--- config.mk ---
export PLATFORM = sky130hd
export DESIGN_NAME = usbdcs_top
export DESIGN_NICKNAME = d
export VERILOG_FILES = /design/src/rtl/usbdcs_pkg.sv /design/src/rtl/usbdcs_mem_if.sv /design/src/rtl/usbdcs_ep_buf.sv /design/src/rtl/usbdcs_top.sv
export SDC_FILE = /design/constraint.sdc
export NUM_CORES = 1
export LEC_CHECK = 0
export BUFFER_PORTS_ARGS = -buffer_cell sky130_fd_sc_hd__buf_4
export CAP_MARGIN = 25
export CELL_PAD_IN_SITES_DETAIL_PLACEMENT = 0
export CELL_PAD_IN_SITES_GLOBAL_PLACEMENT = 2
export CORE_MARGIN = 1.5
export CORE_UTILIZATION = 47
export CTS_BUF_LIST = sky130_fd_sc_hd__clkbuf_16
export DETAILED_ROUTE_END_ITERATION = 10
export GPL_TIMING_DRIVEN = 0
export PLACE_DENSITY_LB_ADDON = 0.12
export SYNTH_ARGS = -nofsm -noshare
export SYNTH_HDL_FRONTEND = slang
export SYNTH_SLANG_ARGS = --single-unit
--- constraint.sdc ---
create_clock -name pclk -period 12.5 [get_ports pclk]
set_input_delay 2.5 -clock pclk [delete_from_list [all_inputs] [get_ports pclk]]
set_output_delay 2.5 -clock pclk [all_outputs]
set_load 0.05 [all_outputs]
--- src/rtl/usbdcs_pkg.sv ---
// constants, field layouts and state types of the usb device control/auto-dma/suspend block
package usbdcs_pkg;

  ////////////////////////////////////////////////////////////////////////////
  // register byte offsets
  localparam logic [7:0] OFS_CTRL_EP_CR  = 8'h00;
  localparam logic [7:0] OFS_CTRL_EP_CNT = 8'h04;
  localparam logic [7:0] OFS_DATA_LO     = 8'h08;
  localparam logic [7:0] OFS_DATA_HI     = 8'h0C;
  localparam logic [7:0] OFS_INTR_STAT   = 8'h10;
  localparam logic [7:0] OFS_INTR_CLR    = 8'h14;
  localparam logic [7:0] OFS_INTR_EN     = 8'h18;
  localparam logic [7:0] OFS_PWR         = 8'h1C;
  localparam logic [7:0] OFS_EP1_CFG     = 8'h20;
  localparam logic [7:0] OFS_EP1_STAT    = 8'h24;

  // field positions
  localparam int CR_IN_ACKED_BIT = 6;
  localparam int CR_SETUP_BIT    = 7;
  localparam int CNT_DV_BIT      = 7;
  localparam int PWR_LP_BIT      = 0;
  localparam int PWR_SUSP_BIT    = 1;
  localparam int CFG_AUTO_BIT    = 0;
  localparam int CFG_DIR_BIT     = 1;
  localparam int CFG_CNT_LSB     = 8;
  localparam int CFG_THR_LSB     = 16;

  // interrupt status bits
  localparam int IRQ_SETUP  = 0;
  localparam int IRQ_IN_ACK = 1;
  localparam int IRQ_OUT    = 2;
  localparam int IRQ_SOF    = 3;
  localparam int IRQ_SUSP   = 4;
  localparam int IRQ_WAKE   = 5;
  localparam int IRQ_EP1    = 6;
  localparam int IRQ_W      = 7;

  // reset values
  localparam logic [31:0] EP1_CFG_RST  = 32'h0008_0800;
  localparam logic [2:0]  CNT_RST      = 3'h0;

  // buffers
  localparam int CTRL_BUF_BYTES   = 8;
  localparam int SHARED_MEM_BYTES = 512;
  localparam int EP1_BUF_DEPTH    = 32;
  localparam int EP1_AW           = 5;
  localparam logic [3:0] EP_AUTO  = 4'h1;

  // suspend timing
  localparam int CLK_MHZ      = 125;
  localparam int SUSP_TIME_US = 3000;
  localparam int SUSP_CYCLES  = SUSP_TIME_US * CLK_MHZ;
  localparam int SOF_CNT_W    = 20;

  ////////////////////////////////////////////////////////////////////////////
  // types
  typedef enum logic [1:0] {
    PID_OUT   = 2'b00,
    PID_IN    = 2'b01,
    PID_SETUP = 2'b10,
    PID_SOF   = 2'b11
  } usbdcs_pid_type;

  typedef enum logic [1:0] {
    HS_ACK   = 2'b00,
    HS_NAK   = 2'b01,
    HS_STALL = 2'b10
  } usbdcs_hs_type;

  typedef enum logic [2:0] {
    MODE_DISABLED = 3'b000,
    MODE_NAK_ALL  = 3'b001,
    MODE_ACK_OUT  = 3'b010,
    MODE_ACK_IN   = 3'b011,
    MODE_STALL    = 3'b100,
    MODE_NAK_IN   = 3'b101,
    MODE_NAK_OUT  = 3'b110
  } usbdcs_mode_type;

  typedef enum logic [2:0] {
    ST_IDLE = 3'b000,
    ST_RX   = 3'b001,
    ST_TX0  = 3'b010,
    ST_ACK0 = 3'b011,
    ST_TX1  = 3'b100,
    ST_ACK1 = 3'b101
  } usbdcs_state_type;

  typedef enum logic [1:0] {
    RX_SETUP = 2'b00,
    RX_EP0   = 2'b01,
    RX_EP1   = 2'b10,
    RX_DROP  = 2'b11
  } usbdcs_rx_type;

endpackage

--- src/rtl/usbdcs_mem_if.sv ---
// carrier between the control logic and the auto-dma endpoint buffer
`timescale 1ns/10ps
`default_nettype none
interface usbdcs_mem_if;
  import usbdcs_pkg::*;
  logic              wr_en;
  logic [EP1_AW-1:0] wr_addr;
  logic [7:0]        wr_data;
  logic              rd_en;
  logic [EP1_AW-1:0] rd_addr;
  logic [7:0]        rd_data;
  modport ctrl (output wr_en, output wr_addr, output wr_data, output rd_en, output rd_addr, input rd_data);
  modport mem  (input wr_en, input wr_addr, input wr_data, input rd_en, input rd_addr, output rd_data);
endinterface
`default_nettype wire

--- src/rtl/usbdcs_ep_buf.sv ---
// dedicated auto-dma endpoint buffer, registered read
`timescale 1ns/10ps
`default_nettype none
module usbdcs_ep_buf
  import usbdcs_pkg::*;
(
  input wire logic   pclk,
  usbdcs_mem_if.mem  mif
);
  logic [7:0] mem_ff [EP1_BUF_DEPTH];
  logic [7:0] rd_ff;

  always_ff @(posedge pclk)
  begin
    if (mif.wr_en)
      mem_ff[mif.wr_addr] <= mif.wr_data;
  end

  // read data holds until the next read, the fetch stage relies on it
  always_ff @(posedge pclk)
  begin
    if (mif.rd_en)
      rd_ff <= mem_ff[mif.rd_addr];
  end

  assign mif.rd_data = rd_ff;
endmodule // usbdcs_ep_buf
`default_nettype wire

--- src/rtl/usbdcs_top.sv ---
// usb device control endpoint, auto-dma endpoint and suspend/low-power logic with apb registers
`timescale 1ns/10ps
`default_nettype none
module usbdcs_top
  import usbdcs_pkg::*;
#(
  parameter int SUSP_CYCLES_P = SUSP_CYCLES
)
(
  input  wire logic        pclk,
  input  wire logic        presetn,
  input  wire logic        psel,
  input  wire logic        penable,
  input  wire logic        pwrite,
  input  wire logic [7:0]  paddr,
  input  wire logic [31:0] pwdata,
  output logic [31:0]      prdata,
  output logic             pready,
  output logic             pslverr,
  input  wire logic        tok_valid,
  input  wire logic [1:0]  tok_pid,
  input  wire logic [3:0]  tok_ep,
  input  wire logic        rx_valid,
  input  wire logic [7:0]  rx_data,
  input  wire logic        rx_last,
  output logic             tx_valid,
  output logic [7:0]       tx_data,
  output logic             tx_last,
  output logic             tx_zlp,
  input  wire logic        tx_ready,
  output logic             hs_valid,
  output logic [1:0]       hs_code,
  input  wire logic        host_ack,
  output logic             dma_req,
  input  wire logic        dma_wr_valid,
  input  wire logic [7:0]  dma_wr_data,
  output logic             dma_wr_ready,
  output logic             dma_rd_valid,
  output logic [7:0]       dma_rd_data,
  input  wire logic        dma_rd_ready,
  input  wire logic        dplus,
  output logic             usb_clk_en,
  output logic             lf_clk_en,
  output logic             irq,
  output logic             wake_irq
);

  ////////////////////////////////////////////////////////////////////////////
  // registers and wires
  usbdcs_state_type  state_ff, nxt_state;
  usbdcs_rx_type     rx_kind_ff;
  usbdcs_mode_type   mode_ff;
  logic [1:0]        hs_pend_ff;
  logic [7:0]        idx_ff;
  logic [7:0]        data_ff [CTRL_BUF_BYTES];
  logic [3:0]        cnt_ff;
  logic              dv_ff, setup_ff, inack_ff;
  logic [IRQ_W-1:0]  stat_ff, en_ff, ev;
  logic              lp_ff, susp_ff, dp_q_ff;
  logic [SOF_CNT_W-1:0] sof_cnt_ff;
  logic [31:0]       cfg_ff, prdata_ff;
  logic              hs_valid_ff;
  logic [1:0]        hs_code_ff;
  logic [EP1_AW:0]   wp_ff, rp_ff, level;
  logic              rd_pend_ff, out_vld_ff;
  logic              wr_acc, rd_setup, unmapped, idle_tok, rx_end, ep_in, buf_full;
  logic              consume, issue, tx0_done, tx1_done;
  logic [7:0]        ep1_cnt;
  logic [EP1_AW:0]   thr;
  usbdcs_mem_if      mif ();

  usbdcs_ep_buf u_buf (
    .pclk (pclk),
    .mif  (mif.mem)
  );

  ////////////////////////////////////////////////////////////////////////////
  // apb slave: zero wait, read data captured in setup phase
  assign pready   = 1'b1;
  assign unmapped = (paddr[1:0] != 2'b00) || (paddr > OFS_EP1_STAT);
  assign pslverr  = psel && penable && unmapped;
  assign wr_acc   = psel && penable && pwrite && !unmapped;
  assign rd_setup = psel && !penable && !pwrite;
  assign prdata   = prdata_ff;

  always_ff @(posedge pclk or negedge presetn)
  begin
    if (!presetn)
      prdata_ff <= 32'h0000_0000;
    else if (rd_setup)
    begin
      case (paddr)
        OFS_CTRL_EP_CR:  prdata_ff <= {24'h0, setup_ff, inack_ff, 3'h0, mode_ff};
        OFS_CTRL_EP_CNT: prdata_ff <= {24'h0, dv_ff, 3'h0, cnt_ff};
        OFS_DATA_LO:     prdata_ff <= {data_ff[3], data_ff[2], data_ff[1], data_ff[0]};
        OFS_DATA_HI:     prdata_ff <= {data_ff[7], data_ff[6], data_ff[5], data_ff[4]};
        OFS_INTR_STAT:   prdata_ff <= {25'h0, stat_ff};
        OFS_INTR_EN:     prdata_ff <= {25'h0, en_ff};
        OFS_PWR:         prdata_ff <= {30'h0, susp_ff, lp_ff};
        OFS_EP1_CFG:     prdata_ff <= cfg_ff;
        OFS_EP1_STAT:    prdata_ff <= {26'h0, level};
        default:         prdata_ff <= 32'h0000_0000;
      endcase
    end
  end

  ////////////////////////////////////////////////////////////////////////////
  // token / transaction sequencing
  assign idle_tok = (state_ff == ST_IDLE) && tok_valid;
  assign rx_end   = (state_ff == ST_RX) && rx_valid && rx_last;
  assign ep_in    = !cfg_ff[CFG_DIR_BIT];
  assign ep1_cnt  = cfg_ff[CFG_CNT_LSB +: 8];
  assign tx0_done = (state_ff == ST_TX0) && tx_ready && tx_last;
  assign tx1_done = (state_ff == ST_TX1) && tx_valid && tx_ready && tx_last;

  always_comb
  begin
    nxt_state = state_ff;
    case (state_ff)
      ST_IDLE:
        if (tok_valid && tok_ep == 4'h0 && tok_pid == PID_IN && mode_ff == MODE_ACK_IN)
          nxt_state = ST_TX0;
        else if (tok_valid && tok_ep == EP_AUTO && tok_pid == PID_IN && cfg_ff[CFG_AUTO_BIT] && ep_in
                 && ep1_cnt != 8'h00)
          nxt_state = ST_TX1;
        else if (tok_valid && (tok_pid == PID_SETUP || tok_pid == PID_OUT))
          nxt_state = ST_RX;
      ST_RX:   if (rx_valid && rx_last) nxt_state = ST_IDLE;
      ST_TX0:  if (tx0_done) nxt_state = ST_ACK0;
      ST_TX1:  if (tx1_done) nxt_state = ST_ACK1;
      ST_ACK0: if (host_ack || tok_valid) nxt_state = ST_IDLE;
      ST_ACK1: if (host_ack || tok_valid) nxt_state = ST_IDLE;
      default: nxt_state = ST_IDLE;
    endcase
  end

  always_ff @(posedge pclk or negedge presetn)
  begin
    if (!presetn)
      state_ff <= ST_IDLE;
    else
      state_ff <= nxt_state;
  end

  // data-stage kind and handshake chosen when the token is seen
  always_ff @(posedge pclk or negedge presetn)
  begin
    if (!presetn)
    begin
      rx_kind_ff <= RX_DROP;
      hs_pend_ff <= HS_NAK;
    end
    else if (idle_tok && tok_ep == 4'h0 && tok_pid == PID_SETUP)
    begin
      rx_kind_ff <= RX_SETUP;
      hs_pend_ff <= HS_ACK;
    end
    else if (idle_tok && tok_ep == 4'h0 && tok_pid == PID_OUT)
    begin
      rx_kind_ff <= (mode_ff == MODE_ACK_OUT) ? RX_EP0 : RX_DROP;
      hs_pend_ff <= (mode_ff == MODE_ACK_OUT) ? HS_ACK : (mode_ff == MODE_STALL) ? HS_STALL : HS_NAK;
    end
    else if (idle_tok && tok_ep == EP_AUTO && tok_pid == PID_OUT)
    begin
      rx_kind_ff <= (cfg_ff[CFG_AUTO_BIT] && !ep_in) ? RX_EP1 : RX_DROP;
      hs_pend_ff <= (cfg_ff[CFG_AUTO_BIT] && !ep_in) ? HS_ACK : HS_NAK;
    end
    else if (idle_tok && tok_pid == PID_SETUP)
    begin
      rx_kind_ff <= RX_DROP;
      hs_pend_ff <= HS_STALL;
    end
    else if ((state_ff == ST_RX) && rx_valid && rx_kind_ff == RX_EP1 && buf_full)
      hs_pend_ff <= HS_NAK; // overrun, host must retry
  end

  // byte index in data stages
  always_ff @(posedge pclk or negedge presetn)
  begin
    if (!presetn)
      idx_ff <= 8'h00;
    else if (state_ff == ST_IDLE)
      idx_ff <= 8'h00;
    else if ((state_ff == ST_RX && rx_valid) || (state_ff == ST_TX0 && tx_ready)
             || (state_ff == ST_TX1 && consume))
      idx_ff <= idx_ff + 8'h01;
  end

  // handshake: NAK/STALL for refused IN, pending code at end of data stage
  always_ff @(posedge pclk or negedge presetn)
  begin
    if (!presetn)
    begin
      hs_valid_ff <= 1'b0;
      hs_code_ff  <= HS_NAK;
    end
    else if (rx_end)
    begin
      hs_valid_ff <= 1'b1;
      hs_code_ff  <= hs_pend_ff;
    end
    else if (idle_tok && tok_pid == PID_IN && nxt_state == ST_IDLE)
    begin
      hs_valid_ff <= 1'b1;
      hs_code_ff  <= (tok_ep == 4'h0 && mode_ff == MODE_STALL) ? HS_STALL : HS_NAK;
    end
    else
      hs_valid_ff <= 1'b0;
  end
  assign hs_valid = hs_valid_ff;
  assign hs_code  = hs_code_ff;

  ////////////////////////////////////////////////////////////////////////////
  // control endpoint: dedicated 8-byte register buffer
  for (genvar g = 0; g < CTRL_BUF_BYTES; g++)
  begin : g_ctrl_byte
    always_ff @(posedge pclk or negedge presetn)
    begin
      if (!presetn)
        data_ff[g] <= 8'h00;
      else if (state_ff == ST_RX && rx_valid && idx_ff == 8'(g)
               && (rx_kind_ff == RX_SETUP || rx_kind_ff == RX_EP0))
        data_ff[g] <= rx_data;
      else if (wr_acc && paddr == ((g < 4) ? OFS_DATA_LO : OFS_DATA_HI))
        data_ff[g] <= pwdata[8*(g%4) +: 8];
    end
  end

  assign tx_valid = (state_ff == ST_TX0) || ((state_ff == ST_TX1) && out_vld_ff);
  assign tx_zlp   = (state_ff == ST_TX0) && (cnt_ff == 4'h0);
  assign tx_data  = (state_ff == ST_TX0) ? data_ff[idx_ff[2:0]] : mif.rd_data;
  assign tx_last  = (state_ff == ST_TX0) ? (cnt_ff == 4'h0 || idx_ff[3:0] == cnt_ff - 4'h1)
                                         : (idx_ff == ep1_cnt - 8'h01);

  // mode: software sets, hardware drops to NAK-IN after IN data
  always_ff @(posedge pclk or negedge presetn)
  begin
    if (!presetn)
      mode_ff <= MODE_DISABLED;
    else if (tx0_done)
      mode_ff <= MODE_NAK_IN;
    else if (wr_acc && paddr == OFS_CTRL_EP_CR)
      mode_ff <= usbdcs_mode_type'(pwdata[2:0]);
  end

  // sticky flags in control register, write one clears, set wins
  always_ff @(posedge pclk or negedge presetn)
  begin
    if (!presetn)
    begin
      setup_ff <= 1'b0;
      inack_ff <= 1'b0;
    end
    else
    begin
      setup_ff <= ev[IRQ_SETUP] ||
                  (setup_ff && !(wr_acc && paddr == OFS_CTRL_EP_CR && pwdata[CR_SETUP_BIT]));
      inack_ff <= ev[IRQ_IN_ACK] ||
                  (inack_ff && !(wr_acc && paddr == OFS_CTRL_EP_CR && pwdata[CR_IN_ACKED_BIT]));
    end
  end

  // byte count and data valid
  always_ff @(posedge pclk or negedge presetn)
  begin
    if (!presetn)
    begin
      cnt_ff <= {1'b0, CNT_RST};
      dv_ff  <= 1'b0;
    end
    else if (rx_end && (rx_kind_ff == RX_SETUP || rx_kind_ff == RX_EP0))
    begin
      cnt_ff <= (idx_ff >= 8'h07) ? 4'h8 : idx_ff[3:0] + 4'h1;
      dv_ff  <= 1'b1;
    end
    else if (wr_acc && paddr == OFS_CTRL_EP_CNT)
    begin
      cnt_ff <= (pwdata[3:0] > 4'h8) ? 4'h8 : pwdata[3:0];
      dv_ff  <= pwdata[CNT_DV_BIT];
    end
  end

  ////////////////////////////////////////////////////////////////////////////
  // auto-dma endpoint: dedicated buffer, dma refill/drain
  always_ff @(posedge pclk or negedge presetn)
  begin
    if (!presetn)
      cfg_ff <= EP1_CFG_RST;
    else if (wr_acc && paddr == OFS_EP1_CFG)
      cfg_ff <= pwdata;
  end

  assign level    = wp_ff - rp_ff;
  assign buf_full = (level == 6'(EP1_BUF_DEPTH));
  assign thr      = cfg_ff[CFG_THR_LSB +: 6];
  assign dma_wr_ready = cfg_ff[CFG_AUTO_BIT] && ep_in && !buf_full;
  assign mif.wr_en   = ep_in ? (dma_wr_valid && dma_wr_ready)
                             : (state_ff == ST_RX && rx_valid && rx_kind_ff == RX_EP1 && !buf_full);
  assign mif.wr_addr = wp_ff[EP1_AW-1:0];
  assign mif.wr_data = ep_in ? dma_wr_data : rx_data;
  // one-deep fetch stage; a byte costs three cycles, ample for full speed
  assign issue       = !rd_pend_ff && !out_vld_ff && level != 6'h00;
  assign mif.rd_en   = issue;
  assign mif.rd_addr = rp_ff[EP1_AW-1:0];
  assign consume     = out_vld_ff && (ep_in ? (state_ff == ST_TX1 && tx_ready) : dma_rd_ready);
  assign dma_rd_valid = !ep_in && out_vld_ff;
  assign dma_rd_data  = mif.rd_data;
  // in: ask for refill while at least thr bytes are free; out: drain at threshold or once the packet ended
  assign dma_req = cfg_ff[CFG_AUTO_BIT] &&
                   (ep_in ? (level <= 6'(EP1_BUF_DEPTH) - thr)
                          : (level >= thr || (level != 6'h00 && state_ff != ST_RX) || out_vld_ff));

  always_ff @(posedge pclk or negedge presetn)
  begin
    if (!presetn)
    begin
      wp_ff      <= '0;
      rp_ff      <= '0;
      rd_pend_ff <= 1'b0;
      out_vld_ff <= 1'b0;
    end
    else if (!cfg_ff[CFG_AUTO_BIT])
    begin
      wp_ff      <= '0;
      rp_ff      <= '0;
      rd_pend_ff <= 1'b0;
      out_vld_ff <= 1'b0;
    end
    else
    begin
      if (mif.wr_en)
        wp_ff <= wp_ff + 6'h01;
      if (issue)
        rp_ff <= rp_ff + 6'h01;
      rd_pend_ff <= issue;
      out_vld_ff <= rd_pend_ff || (out_vld_ff && !consume);
    end
  end

  ////////////////////////////////////////////////////////////////////////////
  // suspend detection and low power
  always_ff @(posedge pclk or negedge presetn)
  begin
    if (!presetn)
      sof_cnt_ff <= '0;
    else if (tok_valid && tok_pid == PID_SOF)
      sof_cnt_ff <= '0;
    else if (sof_cnt_ff <= SOF_CNT_W'(SUSP_CYCLES_P))
      sof_cnt_ff <= sof_cnt_ff + 1'b1;
  end

  always_ff @(posedge pclk or negedge presetn)
  begin
    if (!presetn)
    begin
      susp_ff <= 1'b0;
      lp_ff   <= 1'b0;
      dp_q_ff <= 1'b1;
    end
    else
    begin
      susp_ff <= (sof_cnt_ff > SOF_CNT_W'(SUSP_CYCLES_P));
      if (wr_acc && paddr == OFS_PWR)
        lp_ff <= pwdata[PWR_LP_BIT];
      dp_q_ff <= dplus;
    end
  end

  // only the low-frequency clock survives low power
  assign usb_clk_en = !lp_ff;
  assign lf_clk_en  = 1'b1;

  ////////////////////////////////////////////////////////////////////////////
  // interrupts: sticky status, write-one clear, enable mask on irq only, wake_irq unmasked
  always_comb
  begin
    ev             = '0;
    ev[IRQ_SETUP]  = rx_end && rx_kind_ff == RX_SETUP;
    ev[IRQ_IN_ACK] = (state_ff == ST_ACK0) && host_ack;
    ev[IRQ_OUT]    = rx_end && rx_kind_ff == RX_EP0;
    ev[IRQ_SOF]    = tok_valid && tok_pid == PID_SOF;
    ev[IRQ_SUSP]   = !susp_ff && (sof_cnt_ff > SOF_CNT_W'(SUSP_CYCLES_P));
    ev[IRQ_WAKE]   = lp_ff && dp_q_ff && !dplus;
    ev[IRQ_EP1]    = (state_ff == ST_ACK1) && host_ack;
  end

  always_ff @(posedge pclk or negedge presetn)
  begin
    if (!presetn)
    begin
      stat_ff <= '0;
      en_ff   <= '0;
    end
    else
    begin
      stat_ff <= ev | (stat_ff & ~((wr_acc && paddr == OFS_INTR_CLR) ? pwdata[IRQ_W-1:0] : '0));
      if (wr_acc && paddr == OFS_INTR_EN)
        en_ff <= pwdata[IRQ_W-1:0];
    end
  end

  assign irq      = |(stat_ff & en_ff);
  assign wake_irq = stat_ff[IRQ_WAKE];

endmodule // usbdcs_top
`default_nettype wire

; Yosys cells after proc, flatten, opt, wreduce, memory -nomap -nowiden
; Memories as Yosys holds them, arrays and structs flattened. A register that Yosys moved wholly into a read port is not among the register bits.
; Cells that the tools add are included.
[classes]
addsub = 9
n_mul = 0
div_mod_pow = 0
n_lt_le_gt_ge = 8
n_eq_ne = 36
shifts = 0
n_mux = 74
bitwise = 5
reduce_logical = 142
[op_table]
columns = cell, count
row1 = $pmux W32 S9, 1
row2 = $mux W8, 22
row3 = $logic_and A1 B1 Y1, 88
row4 = $eq A8 B3 Y1 const B, 5
row5 = $mux W20, 2
row6 = $eq A8 B5 Y1 const B, 4
row7 = $mux W2, 15
row8 = $reduce_bool A2 Y1, 14
row9 = $mux W3, 9
row10 = $bmux W8 S3, 1
row11 = $mux W6, 4
row12 = $add A20 B1 Y20 const B, 1
row13 = $gt A20 B19 Y1 const B, 1
row14 = $le A20 B19 Y1 const B, 1
row15 = $eq A8 B2 Y1 const B, 2
row16 = $eq A8 B4 Y1 const B, 2
row17 = $eq A8 B6 Y1 const B, 2
row18 = $logic_not A8 Y1, 2
row19 = $mux W4, 4
row20 = $pmux W3 S5, 1
row21 = $and A7 B7 Y7, 2
row22 = $mux W1, 14
row23 = $logic_not A1 Y1, 13
row24 = $logic_or A1 B1 Y1, 13
row25 = 38 further kinds, 51
[word_totals]
regBits = 207
latchBits = 0
ramBits = 256
rom_bits = 0
input_bits = 75
out_inout_bits = 63
word_cells = 306
n_memories = 1
[mem_list]
columns = memory, words, word_bits, rd, rd_clocked_by_memory_dff, write_ports, line_no
row1 = u_buf.mem_ff, 32, 8, 1, 1, 1, usbdcs_ep_buf.sv:10  ; logic [7:0] mem_ff [EP1_BUF_DEPTH];

; Logic depth before layout (Yosys ltp)
[depth]
depth_word = 13
depth_mapped = 13
ltp_nobuf = 13

; Hierarchy
; A second synthesis with hierarchy kept.
[hier_totals]
cells_unflattened = 1639
hier_area_um2 = 22092.4
[by_module_without_submodules]
columns = mod, n_inst, cells_each, area_each_um2, seq_area_each_um2
row1 = usbdcs_top, 1, 1222, 11959.0, 5188.7
row2 = usbdcs_ep_buf, 1, 417, 10133.5, 7927.6

; Worst setup path before layout
; OpenSTA, ideal clock, no wires.
[synth_timing]
kind = input to output
from = input paddr[3]
to = output pslverr
t_arrival_ps = 3608
required_ps = 10000
path_slack_ps = 6392
path_stages = 3
path_buffers = 1
path_cell_list = buf_2 o21ai_0 a21oi_1
[synth_via]
elab_chain_cells = 3
[synth_rtl]
columns = item, line_no
row1 = from (decl), usbdcs_top.sv:15  ; input wire logic [7:0] paddr,
row2 = $gt A8 B6 Y1, usbdcs_top.sv:80  ; assign unmapped = (paddr[1:0] != 2'b00) || (paddr > OFS_EP1_STAT);
row3 = $logic_or A1 B1 Y1, usbdcs_top.sv:80
row4 = $logic_and A1 B1 Y1, usbdcs_top.sv:81  ; assign pslverr = psel && penable && unmapped;
row5 = to (decl), usbdcs_top.sv:19  ; output logic pslverr,
; Every way passes these cells.

; Final worst setup path
[layout_timing]
from = register rp_ff[1]
to = output dma_req
[layout_via]
elab_chain_cells = 7
word_cells_on_any_way = 9
classes_between = 1 x add/sub / 2 x order compare / 1 x mux / 5 x reduce/logical
[layout_rtl]
columns = item, line_no
row1 = from (decl), usbdcs_top.sv:64  ; logic [EP1_AW:0] wp_ff, rp_ff, level;
row2 = from (signal assigned), usbdcs_top.sv:334  ; rp_ff <= rp_ff + 6'h01;
row3 = $sub A6 B6 Y6 *, usbdcs_top.sv:293  ; assign level = wp_ff - rp_ff;
row4 = "parallel branches: the longest is 4 deep, another holds $ge A6 B6 Y1", --
row5 = $mux W1 *, usbdcs_top.sv:310  ; (ep_in ? (level <= 6'(EP1_BUF_DEPTH) - thr)
row6 = $logic_and A1 B1 Y1 *, usbdcs_top.sv:309  ; assign dma_req = cfg_ff[CFG_AUTO_BIT] &&
row7 = to (decl), usbdcs_top.sv:34  ; output logic dma_req,
; Mark *: on every way between the ends.

==> impl_metrics.ini <==
[sta]
setup-tns-final_ns = 0
whs_ns = 0.506
tightestPinTransition_ns = 0.998
hold_viol = 0
finClkSkew_ns = 0.0295
post-route-period-util = 0.606
setup_violations = 0
fmax_ghz = 0.132
period_minus_slack_ns = 7.57
finalMaxSlewViolations = 0
slew_headroom = 0.331
rsz0062_at_grt = no

[setup_path]
worstSetupStartpointType = flop
path_depth = 13
ff2ff_setup_slack_ns = 7.42
cp_slowest_cell = clkbuf_1
critPathKind = flop to primary output
slowest_delay_ns = 0.58
rr_startpoint = rp_ff[1]$_DFFE_PN0P_
path_buf_inv = 4
crit_chain = buf_1 > clkbuf_1 > inv_1 > ha_1 > or2_2 > o221ai_1 > o21ai_1 > or2_2 > ha_1 > a2111oi_0 > o21ai_0 > o211a_1 > buf_4
crit_start = rp_ff[1]$_DFFE_PN0P_
required_ns = 10.00
worst_ep_arrival_time_ns = 5.07
cp_top_family = buffers and inverters
worstRegToRegCells = 9
crit_path_end_kind = primary output
cp_max_fo = 10

[floorplanning]
die_width_um = 221
ios = 138
die-area_mm2 = 0.0486
start_util = 0.477
die_height_um = 221
rows = 79
core-area_mm2 = 0.0467

[yosys]
ys_seq_area_frac = 0.590
synth_common_cells = edfxtp_1 (264), dfrtp_1 (200), nand2_1 (159)
synth_area_leaders = edfxtp_1 (36%), dfrtp_1 (23%), mux4_2 (9.8%), mux2i_1 (3.9%), nand2_1 (2.7%)
syn_inst = 1687
synth_warnings = 0
synth-main-ff-cell = edfxtp_1
synth_top_cell_area_share = 0.356
synth_cell_types = 82
syn_area_per_cell_um2 = 13.2
synth_edf_count = 264
async_reset_ff_frac = 0.439
post-synth-top-count-cell = edfxtp_1
yosysTopAreaCell = edfxtp_1
ys_ff_latch = 471
netlist_area_mm2 = 0.0222

[layout]
diodes = 0
fin_cells = 2512
syn_to_final_growth_pct = 14.7
drive_gt1_frac = 0.217
layout.nets = 1971
final_util = 0.547

[grt]
grt.busiest_layer = met2
grt_pass1_vias = 14800
grt_max_degree = 106
grt_util_all_layers = 0.270
grtUsageMet2 = 0.463
met1_usage = 0.363
grt_overflow = 0
grt_use_met3 = 0.0322
antenna_found_initial = 0
grt_pass1_wl_um = 95600

[outcome]
status = finished, violations left
violations = DRC

[drt]
ant_nets = 0
drc = 14
wl_um = 64200
drt_iter0_markers = 1459
first_pass_iters = 8
vias = 14900
vias_per_cell = 5.93
wl_per_cell_um = 25.6

[pwr]
peakVddDrop_mv = 0.158
p_leak_uw = 0.0102
pwr_density_cell_mw_per_mm2 = 190

[cts]
clock_sinks = 471
clk_pin_slew_ns = 0.06
post-cts-setup-buffers = 0
cts_tree = built
cts_made_buffers = 50
cts_resized = 0
cts_hold_buf = 0
cts.path.max_buffers = 3
cts-root-buf = clkbuf_16
clkLatencyLatePin_ns = 0.62
htree_levels = 2

[placement]
hpwl_um = 46200
io_buffers = 123
gp_congestion = 0.882
dpl.cell_count = 2419

[hold_path]
hp-class = flop to flop
min_from = rd_pend_ff$_DFF_PN0_
min_path_cells = 2

[flow_run]
cap_violations = 0
## worst reg2reg max path, cell delays in order (launching register included)
cell	delay, ns
dfrtp_1	0.42
buf_1	0.47
clkbuf_1	0.58
inv_1	0.19
fa_1	0.48
xor2_1	0.64
nor2_1	0.16
o2111ai_1	0.31
nand3_1	0.59
nor2_1	0.85
## stage by stage
step | power [µW] | worst slack, ns | cell area (µm²)
6_report | 4850 | 4.93 | 25500
3_5_place_dp | 3470 | 5.61 | 24000
2_1_floorplan | 2940 | 6.39 | 22200
3_3_place_gp | 3450 | 5.68 | 23900
5_1_grt | 5060 | 4.56 | 25500
4_1_cts | 4890 | 4.90 | 25500
## layer usage
layer  vias to the layer above  part of all wire
met3                        88             0.052
met2                       446              0.50
li1                       6703                 -
met1                      7651              0.42
met5                         -                 0
met4                         0             0.025
## sequential cells by signal, indices dropped and copies added, names as in the netlist, 2 cells and up
name / count
u_buf.mif.rd_data: 8
cnt_ff: 4
wp_ff: 6
en_ff: 7
stat_ff: 7
mode_ff: 3
idx_ff: 8
sof_cnt_ff: 20
cfg_ff: 32
u_buf.mem_ff: 256
rp_ff: 6
rx_kind_ff: 2
state_ff: 3
hs_code: 2
data_ff: 64
hs_pend_ff: 2
prdata: 32
## logic make-up after synthesis
group,Yosys count,share of synthesized area
mux,221,0.156
xor+xnor,47,0.0185
simple gates,490,0.106
compound gates,287,0.0821
flops,471,0.590
buf+inv,138,0.0295
other cells,1,0.000169
fa+ha+maj,32,0.0183
## final cells by class
class                           count  area, µm²
Buffer                             99        509
Clock buffer                       51       1280
Clock inverter                     42        274
Fill cell                        3947      21100
Inverter                           39        146
Multi-Input combinational cell   1079       8470
Sequential cell                   471      13100
Tap cell                          607        759
Timing Repair Buffer              124        958
## path summary, 6_finish.rpt
path	endpoint
worst max-delay path	dma_req
worst min-delay path	out_vld_ff$_DFF_PN0_
worst max register to register	u_buf.mem_ff[13][0]$_DFFE_PP_
worst min register to register	out_vld_ff$_DFF_PN0_
max in group asynchronous	hs_valid$_DFF_PN0_
min in group asynchronous	prdata[30]$_DFFE_PN0P_
## power breakdown
part / leakage, µW / internal, µW / switching [µW] / total [µW]
logic: 0.00436 / 606 / 936 / 1540
registers: 0.00504 / 1780 / 120 / 1900
clock network: 0.000832 / 783 / 632 / 1410
## placed cells by master, fill, tap and decap left out, types with 8 or more instances in the layout
cell and count:
nor2_1 158, nor3_1 15, and3_1 12, a21oi_2 9, buf_4 124, clkinv_2 11
a22oi_1 36, xnor2_1 22, nor2b_1 9, clkbuf_16 51, nand3b_1 10, a31oi_1 38
inv_1 56, nand2_1 159, nand3_1 34, edfxtp_1 264, nor4_1 10, o21ai_0 69
nand4_1 12, dfrtp_1 200, ha_1 31, mux2i_1 86, nor2_2 8, mux4_2 97
mux2_2 38, clkbuf_1 45, nand2b_1 9, a21oi_1 75, xor2_1 25, buf_1 21
buf_2 22
(Power assumes the default switching activity.)
